$ cat src/hw/pifb_regs.svh
// Purpose: offsets, field positions and reset values of the flag bank
// Assumes: byte addressing on a 32-bit register bus
// Notes: printed offsets are not all multiples of four, so they are indices
`ifndef PIFB_REGS_SVH
`define PIFB_REGS_SVH
`define PIFB_IDX_FLAGS 8'h10
`define PIFB_IDX_ENABLES 8'h11
`define PIFB_IDX_WAKE 8'h12
`define PIFB_IDX_IRQ_STATUS 8'h13
`define PIFB_IDX_IRQ_MASK 8'h14
`define PIFB_BIT_SERIAL 7
`define PIFB_BIT_COLLISION 6
`define PIFB_BIT_CONVERTER 5
`define PIFB_BIT_CAPTURE4 3
`define PIFB_BIT_CAPTURE3 2
`define PIFB_BIT_TX_EMPTY 1
`define PIFB_BIT_RX_FULL 0
`define PIFB_FLAGS_RESET 8'h02
`define PIFB_ENABLES_RESET 8'h00
`define PIFB_IMPL_MASK 8'hEF
`define PIFB_LATCH_MASK 8'hEC
`define PIFB_WAKE_RESET 2'h0
`define PIFB_IRQ_RESET 2'h0
`define PIFB_VECTOR_ADDR 16'h0020
`endif

$ cat src/hw/pifb_pkg.sv
// Purpose: types shared by the flag bank and its bench
// Assumes: nothing beyond the register header
// Notes: event pulses travel as one struct
package pifb_pkg;
    typedef struct packed {
        logic spi_byte_done;
        logic i2c_byte_done;
        logic i2c_seq_done;
        logic i2c_idle_start_stop;
        logic collision;
        logic conv_done;
        logic capture4;
        logic capture3;
    } pifb_events_t;

    typedef enum logic [1:0] {
        PIFB_MODE_SPI = 2'h0,
        PIFB_MODE_I2C_SLAVE = 2'h1,
        PIFB_MODE_I2C_MASTER = 2'h2,
        PIFB_MODE_OFF = 2'h3
    } pifb_port_mode_t;

    typedef enum logic [1:0] {
        PIFB_ST_IDLE = 2'b01,
        PIFB_ST_RESP = 2'b10
    } pifb_bus_state_t;
endpackage

$ cat src/hw/pifb_flag_bank.sv
// Purpose: second peripheral event flag bank with enables and wake logic
// Assumes: event pulses and buffer levels come from logic on aclk
// Notes: AXI4-Lite slave; one write and one read at a time
//
// Contract
// - set serial flag on SPI byte done
// - set serial flag on I2C byte done
// - set serial flag on master sequence done
// - set serial flag on idle start/stop
// - set collision flag in I2C master mode
// - set converter flag at conversion end only
// - set capture channel four flag on event
// - set capture channel three flag on event
// - transmit flag reads one while buffer empty
// - receive flag reads one while buffer full
// - unimplemented bits read zero, ignore writes
// - wake sets cause flag, others keep
// - wake with interrupts enabled loads vector
`timescale 1ns/1ps
`include "pifb_regs.svh"

module pifb_flag_bank (
    input wire logic aclk,
    input wire logic aresetn,
    input wire logic clk_en,
    input wire logic [31:0] s_axi_awaddr,
    input wire logic s_axi_awvalid,
    output logic s_axi_awready,
    input wire logic [31:0] s_axi_wdata,
    input wire logic [3:0] s_axi_wstrb,
    input wire logic s_axi_wvalid,
    output logic s_axi_wready,
    output logic [1:0] s_axi_bresp,
    output logic s_axi_bvalid,
    input wire logic s_axi_bready,
    input wire logic [31:0] s_axi_araddr,
    input wire logic s_axi_arvalid,
    output logic s_axi_arready,
    output logic [31:0] s_axi_rdata,
    output logic [1:0] s_axi_rresp,
    output logic s_axi_rvalid,
    input wire logic s_axi_rready,
    input wire pifb_pkg::pifb_events_t events,
    input wire pifb_pkg::pifb_port_mode_t port_mode,
    input wire logic port_idle,
    input wire logic conv_busy,
    input wire logic usart2_tx_buf_full,
    input wire logic usart2_rx_buf_full,
    input wire logic sleeping,
    input wire logic global_interrupt_disable,
    output logic periph_irq_req,
    output logic wake_req,
    output logic vector_load,
    output logic [15:0] vector_addr,
    output logic irq
);
    import pifb_pkg::*;

    function automatic logic hit(input logic [31:0] addr, input logic [7:0] idx);
        hit = (addr[31:2] == {22'h0, idx}) ;
    endfunction

    // off counts as neither mode, so bus events are dropped while the port is off
    function automatic logic is_i2c(input pifb_port_mode_t mode);
        is_i2c = (mode == PIFB_MODE_I2C_SLAVE) || (mode == PIFB_MODE_I2C_MASTER);
    endfunction

    logic [7:0] flags_ff, nxt_flags;
    logic [7:0] enables_ff, nxt_enables;
    logic [1:0] wake_ff, nxt_wake;
    logic [1:0] irq_stat_ff, nxt_irq_stat;
    logic [1:0] irq_mask_ff, nxt_irq_mask;
    logic req_ff, nxt_req;
    logic wake_req_ff, nxt_wake_req;
    logic vec_ff, nxt_vec;
    logic irq_ff, nxt_irq;
    logic awready_ff, nxt_awready;
    logic wready_ff, nxt_wready;
    logic arready_ff, nxt_arready;
    logic bvalid_ff, nxt_bvalid;
    logic rvalid_ff, nxt_rvalid;

    logic aw_held_ff, nxt_aw_held;
    logic w_held_ff, nxt_w_held;
    logic [31:0] awaddr_ff, nxt_awaddr;
    logic [31:0] wdata_ff, nxt_wdata;
    logic [3:0] wstrb_ff, nxt_wstrb;
    pifb_bus_state_t wst_ff, nxt_wst;
    pifb_bus_state_t rst_ff, nxt_rst;
    logic [1:0] bresp_ff, nxt_bresp;
    logic [31:0] rdata_ff, nxt_rdata;
    logic [1:0] rresp_ff, nxt_rresp;

    logic [7:0] set_ev;
    logic [7:0] status;
    logic do_write;
    logic map_hit;

    // buffer-level bits are live, not latched
    always_comb begin
        status = flags_ff & `PIFB_LATCH_MASK;
        status[`PIFB_BIT_TX_EMPTY] = ~usart2_tx_buf_full;
        status[`PIFB_BIT_RX_FULL] = usart2_rx_buf_full;
    end

    always_comb begin
        set_ev = 8'h00;
        set_ev[`PIFB_BIT_SERIAL] = (events.spi_byte_done && port_mode == PIFB_MODE_SPI)
            || (events.i2c_byte_done && is_i2c(port_mode))
            || (events.i2c_seq_done && port_mode == PIFB_MODE_I2C_MASTER)
            || (events.i2c_idle_start_stop && port_idle && is_i2c(port_mode));
        set_ev[`PIFB_BIT_COLLISION] = events.collision && port_mode == PIFB_MODE_I2C_MASTER;
        // a done pulse during a running conversion is ignored
        set_ev[`PIFB_BIT_CONVERTER] = events.conv_done && !conv_busy;
        set_ev[`PIFB_BIT_CAPTURE4] = events.capture4;
        set_ev[`PIFB_BIT_CAPTURE3] = events.capture3;
    end

    // bus slave
    always_comb begin
        nxt_aw_held = aw_held_ff;
        nxt_w_held = w_held_ff;
        nxt_awaddr = awaddr_ff;
        nxt_wdata = wdata_ff;
        nxt_wstrb = wstrb_ff;
        nxt_wst = wst_ff;
        nxt_bresp = bresp_ff;
        nxt_rst = rst_ff;
        nxt_rdata = rdata_ff;
        nxt_rresp = rresp_ff;
        do_write = 1'b0;
        map_hit = 1'b0;
        if (s_axi_awvalid && !aw_held_ff && wst_ff == PIFB_ST_IDLE) begin
            nxt_aw_held = 1'b1;
            nxt_awaddr = s_axi_awaddr;
        end
        if (s_axi_wvalid && !w_held_ff && wst_ff == PIFB_ST_IDLE) begin
            nxt_w_held = 1'b1;
            nxt_wdata = s_axi_wdata;
            nxt_wstrb = s_axi_wstrb;
        end
        case (wst_ff)
            PIFB_ST_IDLE: begin
                if (aw_held_ff && w_held_ff) begin
                    do_write = 1'b1;
                    map_hit = hit(awaddr_ff, `PIFB_IDX_FLAGS) || hit(awaddr_ff, `PIFB_IDX_ENABLES)
                        || hit(awaddr_ff, `PIFB_IDX_WAKE) || hit(awaddr_ff, `PIFB_IDX_IRQ_STATUS)
                        || hit(awaddr_ff, `PIFB_IDX_IRQ_MASK);
                    nxt_bresp = map_hit ? 2'h0 : 2'h3;
                    nxt_aw_held = 1'b0;
                    nxt_w_held = 1'b0;
                    nxt_wst = PIFB_ST_RESP;
                end
            end
            PIFB_ST_RESP: begin
                if (s_axi_bready) begin
                    nxt_wst = PIFB_ST_IDLE;
                end
            end
            default: nxt_wst = PIFB_ST_IDLE;
        endcase
        case (rst_ff)
            PIFB_ST_IDLE: begin
                if (s_axi_arvalid) begin
                    nxt_rst = PIFB_ST_RESP;
                    nxt_rresp = 2'h0;
                    nxt_rdata = 32'h0000_0000;
                    if (hit(s_axi_araddr, `PIFB_IDX_FLAGS)) begin
                        nxt_rdata = {24'h0, status & `PIFB_IMPL_MASK};
                    end else if (hit(s_axi_araddr, `PIFB_IDX_ENABLES)) begin
                        nxt_rdata = {24'h0, enables_ff};
                    end else if (hit(s_axi_araddr, `PIFB_IDX_WAKE)) begin
                        nxt_rdata = {30'h0, wake_ff};
                    end else if (hit(s_axi_araddr, `PIFB_IDX_IRQ_STATUS)) begin
                        nxt_rdata = {30'h0, irq_stat_ff};
                    end else if (hit(s_axi_araddr, `PIFB_IDX_IRQ_MASK)) begin
                        nxt_rdata = {30'h0, irq_mask_ff};
                    end else begin
                        nxt_rresp = 2'h3;
                    end
                end
            end
            PIFB_ST_RESP: begin
                if (s_axi_rready) begin
                    nxt_rst = PIFB_ST_IDLE;
                end
            end
            default: nxt_rst = PIFB_ST_IDLE;
        endcase
        // handshake lines follow the next slot state, so the ports leave flops directly
        nxt_awready = !nxt_aw_held && nxt_wst == PIFB_ST_IDLE;
        nxt_wready = !nxt_w_held && nxt_wst == PIFB_ST_IDLE;
        nxt_bvalid = nxt_wst == PIFB_ST_RESP;
        nxt_arready = nxt_rst == PIFB_ST_IDLE;
        nxt_rvalid = nxt_rst == PIFB_ST_RESP;
    end

    // register and flag updates; hardware set wins over software clear
    always_comb begin
        logic [7:0] pend;
        logic wake_now;
        pend = 8'h00;
        wake_now = 1'b0;
        nxt_flags = flags_ff;
        nxt_enables = enables_ff;
        nxt_wake = wake_ff;
        nxt_irq_stat = irq_stat_ff;
        nxt_irq_mask = irq_mask_ff;
        if (do_write && wstrb_ff[0]) begin
            if (hit(awaddr_ff, `PIFB_IDX_FLAGS)) begin
                // writing zero clears; writing one may set, as on the core
                nxt_flags = (flags_ff & ~`PIFB_LATCH_MASK)
                    | (wdata_ff[7:0] & `PIFB_LATCH_MASK);
            end
            if (hit(awaddr_ff, `PIFB_IDX_ENABLES)) begin
                nxt_enables = wdata_ff[7:0] & `PIFB_IMPL_MASK;
            end
            if (hit(awaddr_ff, `PIFB_IDX_WAKE)) begin
                nxt_wake = wdata_ff[1:0];
            end
            if (hit(awaddr_ff, `PIFB_IDX_IRQ_STATUS)) begin
                nxt_irq_stat = irq_stat_ff & ~wdata_ff[1:0];
            end
            if (hit(awaddr_ff, `PIFB_IDX_IRQ_MASK)) begin
                nxt_irq_mask = wdata_ff[1:0];
            end
        end
        // only flags with a cause are touched, others keep their value
        nxt_flags = nxt_flags | set_ev;
        pend = ((nxt_flags & `PIFB_LATCH_MASK) | (status & ~`PIFB_LATCH_MASK)) & enables_ff;
        nxt_req = |pend;
        wake_now = sleeping && nxt_req && wake_ff[0];
        nxt_wake_req = wake_now;
        nxt_vec = wake_now && !global_interrupt_disable;
        nxt_irq_stat[0] = nxt_irq_stat[0] | (nxt_req & ~req_ff);
        nxt_irq_stat[1] = nxt_irq_stat[1] | wake_now;
        nxt_irq = |(nxt_irq_stat & irq_mask_ff);
    end

    always_ff @(posedge aclk) begin
        if (!aresetn) begin
            flags_ff <= `PIFB_FLAGS_RESET;
            enables_ff <= `PIFB_ENABLES_RESET;
            wake_ff <= `PIFB_WAKE_RESET;
            irq_stat_ff <= `PIFB_IRQ_RESET;
            irq_mask_ff <= `PIFB_IRQ_RESET;
            req_ff <= 1'b0;
            wake_req_ff <= 1'b0;
            vec_ff <= 1'b0;
            irq_ff <= 1'b0;
            awready_ff <= 1'b1;
            wready_ff <= 1'b1;
            arready_ff <= 1'b1;
            bvalid_ff <= 1'b0;
            rvalid_ff <= 1'b0;
            aw_held_ff <= 1'b0;
            w_held_ff <= 1'b0;
            awaddr_ff <= 32'h0000_0000;
            wdata_ff <= 32'h0000_0000;
            wstrb_ff <= 4'h0;
            wst_ff <= PIFB_ST_IDLE;
            rst_ff <= PIFB_ST_IDLE;
            bresp_ff <= 2'h0;
            rdata_ff <= 32'h0000_0000;
            rresp_ff <= 2'h0;
        end else if (clk_en) begin
            flags_ff <= nxt_flags;
            enables_ff <= nxt_enables;
            wake_ff <= nxt_wake;
            irq_stat_ff <= nxt_irq_stat;
            irq_mask_ff <= nxt_irq_mask;
            req_ff <= nxt_req;
            wake_req_ff <= nxt_wake_req;
            vec_ff <= nxt_vec;
            irq_ff <= nxt_irq;
            awready_ff <= nxt_awready;
            wready_ff <= nxt_wready;
            arready_ff <= nxt_arready;
            bvalid_ff <= nxt_bvalid;
            rvalid_ff <= nxt_rvalid;
            aw_held_ff <= nxt_aw_held;
            w_held_ff <= nxt_w_held;
            awaddr_ff <= nxt_awaddr;
            wdata_ff <= nxt_wdata;
            wstrb_ff <= nxt_wstrb;
            wst_ff <= nxt_wst;
            rst_ff <= nxt_rst;
            bresp_ff <= nxt_bresp;
            rdata_ff <= nxt_rdata;
            rresp_ff <= nxt_rresp;
        end
    end

    // ready lines are flops: high while the channel slot is free
    always_comb begin
        s_axi_awready = awready_ff;
        s_axi_wready = wready_ff;
        s_axi_bvalid = bvalid_ff;
        s_axi_bresp = bresp_ff;
        s_axi_arready = arready_ff;
        s_axi_rvalid = rvalid_ff;
        s_axi_rdata = rdata_ff;
        s_axi_rresp = rresp_ff;
        periph_irq_req = req_ff;
        wake_req = wake_req_ff;
        vector_load = vec_ff;
        vector_addr = `PIFB_VECTOR_ADDR;
        irq = irq_ff;
    end
endmodule

$ cat config.mk
export PLATFORM = sky130hd
export DESIGN_NAME = pifb_flag_bank
export DESIGN_NICKNAME = d
export VERILOG_FILES = /design/src/hw/pifb_pkg.sv /design/src/hw/pifb_flag_bank.sv
export VERILOG_INCLUDE_DIRS = /design/src /design/src/hw
export SDC_FILE = /design/constraint.sdc
export NUM_CORES = 1
export LEC_CHECK = 0
export CAP_MARGIN = 20
export CORE_AREA = 2 2 88 90
export DETAILED_ROUTE_END_ITERATION = 6
export DIE_AREA = 0 0 90 92
export DONT_BUFFER_PORTS = 1
export PLACE_DENSITY = 0.72
export SETUP_SLACK_MARGIN = 0.4
export SLEW_MARGIN = 30
export SYNTH_ARGS = -nofsm -noshare
export SYNTH_HDL_FRONTEND = slang
export SYNTH_SLANG_ARGS = --single-unit
$ cat constraint.sdc
create_clock -name aclk -period 2.6 [get_ports aclk]
set_input_delay 0.26 -clock aclk [delete_from_list [all_inputs] [get_ports aclk]]
set_output_delay 0.26 -clock aclk [all_outputs]
set_load 0.03 [all_outputs]
==> results_dict.tcl <==
set metrics [dict create \
    pin_count 185 \
    critPathBufInv 0 \
    clock_sinks 80 \
    crit_family "simple AND/OR/NAND/NOR gates" \
    syn2layout_area_growth_pct 7.37 \
    drive_above_1_share 0.107 \
    grt_overflow 0 \
    cts_setup_buffers 0 \
    path_depth 6 \
    maxCapViolations 0 \
    core_area_sq_um 7450 \
    root_buffer "clkbuf_8" \
    synthTopCellsByCount "nand2_1 (94), dfxtp_1 (80), a21oi_1 (60)" \
    netlist_area_sq_um 4090 \
    async_reset_ff_frac 0 \
    grt.total_usage 0.222 \
    stdcell_area_sq_um 4390 \
    wl_met2_microns 4270 \
    crit_chain "or4b_4 -> or3_4 -> nor3_4 -> mux2_2 -> a221oi_4 -> a31oi_1" \
    clockPowerShare 0.363 \
    combPwrFrac 0.133 \
    yosys-top-cells-area "dfxtp_1 (39%), nand2_1 (8.6%), buf_4 (7.9%), a21oi_1 (7.3%), mux2i_1 (3.7%)" \
    hold_violations 0 \
    diodes 0 \
    dpl_cell_area_sq_um 4120 \
    setup_viol 0 \
    r2r_start "awaddr_ff[7]" \
    layout_min_cycle_time_ns 2.57 \
    relSlewSlack 0.572 \
    worstMarginPinSlew_ns 0.641 \
    holdCritPathClass "in2reg" \
    antenna_found_initial 0 \
    status "completed" \
    htreeDepth 3 \
    chipHeight_microns 92 \
    routedWlPerCell_microns 14.3 \
    crit_slowest_cell "or4b_4" \
    place_congestion 0.851 \
    cts_tree "done" \
    yosysTopAreaCellShare 0.392 \
    drtIter0Drc 178 \
    leakagePower_nw 1.79 \
    clockBufferDepth 2 \
    peakVddDrop_mv 0.361 \
    rsz0062_at_grt "true" \
    worst_hold_slack_ns 0.0173 \
    avgSynthCellArea_sq_um 7.85 \
    finalPower_w 0.00264 \
    layoutNonFillerInstCount 635 \
    cts_buffers 9 \
    wl_met1_microns 3870 \
    nets 658 \
    startpoint "awaddr_ff[7]" \
    synth_edf_count 0 \
    slowest_delay_ns 0.53 \
    grt_pass1_vias 3296 \
    num-fill-cells 712 \
    critPathKind "reg2reg" \
    arrival_ns 2.79 \
    viasPerCell 5.58 \
    placementRows 32 \
    antenna_left 0 \
    yosysUniqueCellTypes 50 \
    synth_top_cell_by_area "dfxtp_1" \
    wirelength_microns 9080 \
    worstPathRequired_ns 2.83 \
    endpoint_kind "flip-flop" \
    crit_end "periph_irq_req" \
    fin_crit_sh 0.987 \
    die_w_microns 90 \
    drc 0 \
    dr.pass1.iters 5 \
    r2r_slack_ns 0.03 \
    wl_met3_microns 738 \
    ys.flop_type "dfxtp_1" \
    seqPwrFrac 0.504 \
    die_area_sq_um 8280 \
    io_buffers 0 \
    min_path_cells 1 \
    ys_ff_latch 80 \
    power_switching_w 0.000790 \
    top_layer "met4" \
    drv_slew 0 \
    clk_latency_ns 0.36 \
    yosys_warnings 0 \
    grt_max_degree 45 \
    dp_hpwl_microns 6730 \
    postSynthCellCount 521 \
    yosysSeqAreaShare 0.392 \
    power.internal_w 0.00185 \
    finalClockSkew_ns 0.0167 \
    dp.cells 616 \
    fin_ws_ns 0.0336 \
    switching_share 0.299 \
    powerDensity_nw_per_um2 602 \
    vias 3543 \
    post-place-ws_ns -0.0326 \
    crit_path_start_kind "flip-flop" \
    crit_fanout 6 \
    synth_most_common_cell "nand2_1" \
    clkTransAtPathRegs_ns 0.09 \
    r2r_cells 6 \
    start_util 0.549 \
    grt_pass1_wl_microns 15100 \
    max_freq_mhz 390 \
    r2r_end "periph_irq_req" \
]
[sequential cells by signal (all words and copies together), names as in the netlist, 2 cells and up]
name and flops:
irq_mask_ff 2, flags_ff 5, enables_ff 7, irq_stat_ff 2, wake_ff 2, wst_ff 2
wdata_ff 7, s_axi_rdata 7, awaddr_ff 30, rst_ff 2
[cell type report]
class,instances,area [sq um],share of cell area
clock inverters,7,83.8,0.0191
inverters,21,78.8,0.0179
repair buffers,24,188,0.0427
multi-input cells,392,2180,0.497
flip-flops and latches,80,1610,0.366
well taps,102,128,0.0291
clock buffers,9,124,0.0282
[metal layers]
layer	track usage	vias up
li1	-	1737
met1	0.270	1636
met2	0.367	148
met3	0.0674	22
met4	0.0962	0
met5	0	-
[cell families after synthesis]
group | count (synthesis) | share of synthesized area
and+or+nand+nor | 208 | 0.239
AOI/OAI and AO/OA | 117 | 0.176
buffers and inverters | 88 | 0.121
DFF | 80 | 0.392
muxes | 20 | 0.0532
adders and majority gates | 6 | 0.0184
other | 2 | 0.00184
[cells in the final DEF (no fill, tap or decap), types with 2 or more instances in the layout]
| cell | count |
|---|---|
| a211oi_1 | 2 |
| a21oi_1 | 60 |
| a22oi_1 | 6 |
| a31oi_1 | 3 |
| and3_1 | 5 |
| and4b_1 | 2 |
| buf_4 | 21 |
| clkbuf_8 | 9 |
| conb_1 | 41 |
| dfxtp_1 | 77 |
| dfxtp_2 | 2 |
| dlygate4sd3_1 | 3 |
| ha_1 | 6 |
| inv_1 | 20 |
| inv_6 | 3 |
| mux2_2 | 4 |
| mux2i_1 | 15 |
| nand2_1 | 94 |
| nand2b_1 | 9 |
| nand3_1 | 11 |
| nand4_1 | 3 |
| nand4b_1 | 3 |
| nor2_1 | 38 |
| nor2b_1 | 7 |
| nor3_1 | 9 |
| nor4_1 | 14 |
| o211ai_1 | 5 |
| o21a_1 | 2 |
| o21ai_0 | 18 |
| o311a_1 | 2 |
| o31a_1 | 3 |
| o31ai_1 | 5 |
| or2_2 | 3 |
| or3_4 | 2 |
[per-stage QoR]
stage	utilization	setup TNS (ns)
2_1_floorplan	-	0
5_1_grt	0.590	-0.266
3_3_place_gp	0.554	0
6_report	0.590	0
3_5_place_dp	0.554	-0.160
4_1_cts	0.588	0
[worst min-delay path by stage]
stage	start	endpoint	slack [ns]
after floorplan	s_axi_awaddr[3]	awaddr_ff[3]	0.39
after global placement	aresetn	wst_ff[0]	0.32
after detailed placement	aresetn	wst_ff[0]	0.33
after CTS	s_axi_awaddr[19]	awaddr_ff[19]	0.0003
after global routing	s_axi_awaddr[7]	awaddr_ff[7]	0.004
final	clk_en	rst_ff[0]	0.02
[power by group through the flow]
stage	clock network (W)	registers [W]	logic [W]
after floorplan	0	0.00135	0.000341
after global placement	0	0.00136	0.000333
after detailed placement	0	0.00136	0.000342
after CTS	0.000984	0.00133	0.000350
after global routing	0.00103	0.00134	0.000395
final	0.000960	0.00133	0.000352
[repair_timing]
action | in CTS | in global routing
cloned | 0 | 0
hold endpoints to repair | 8 | 0
setup endpoints to repair | 12 | 20
pin swaps | 2 | 2
resized for setup | 3 | 3
hold buffers | 3 | 0
Note: power is estimated with default switching activity, not from simulation.
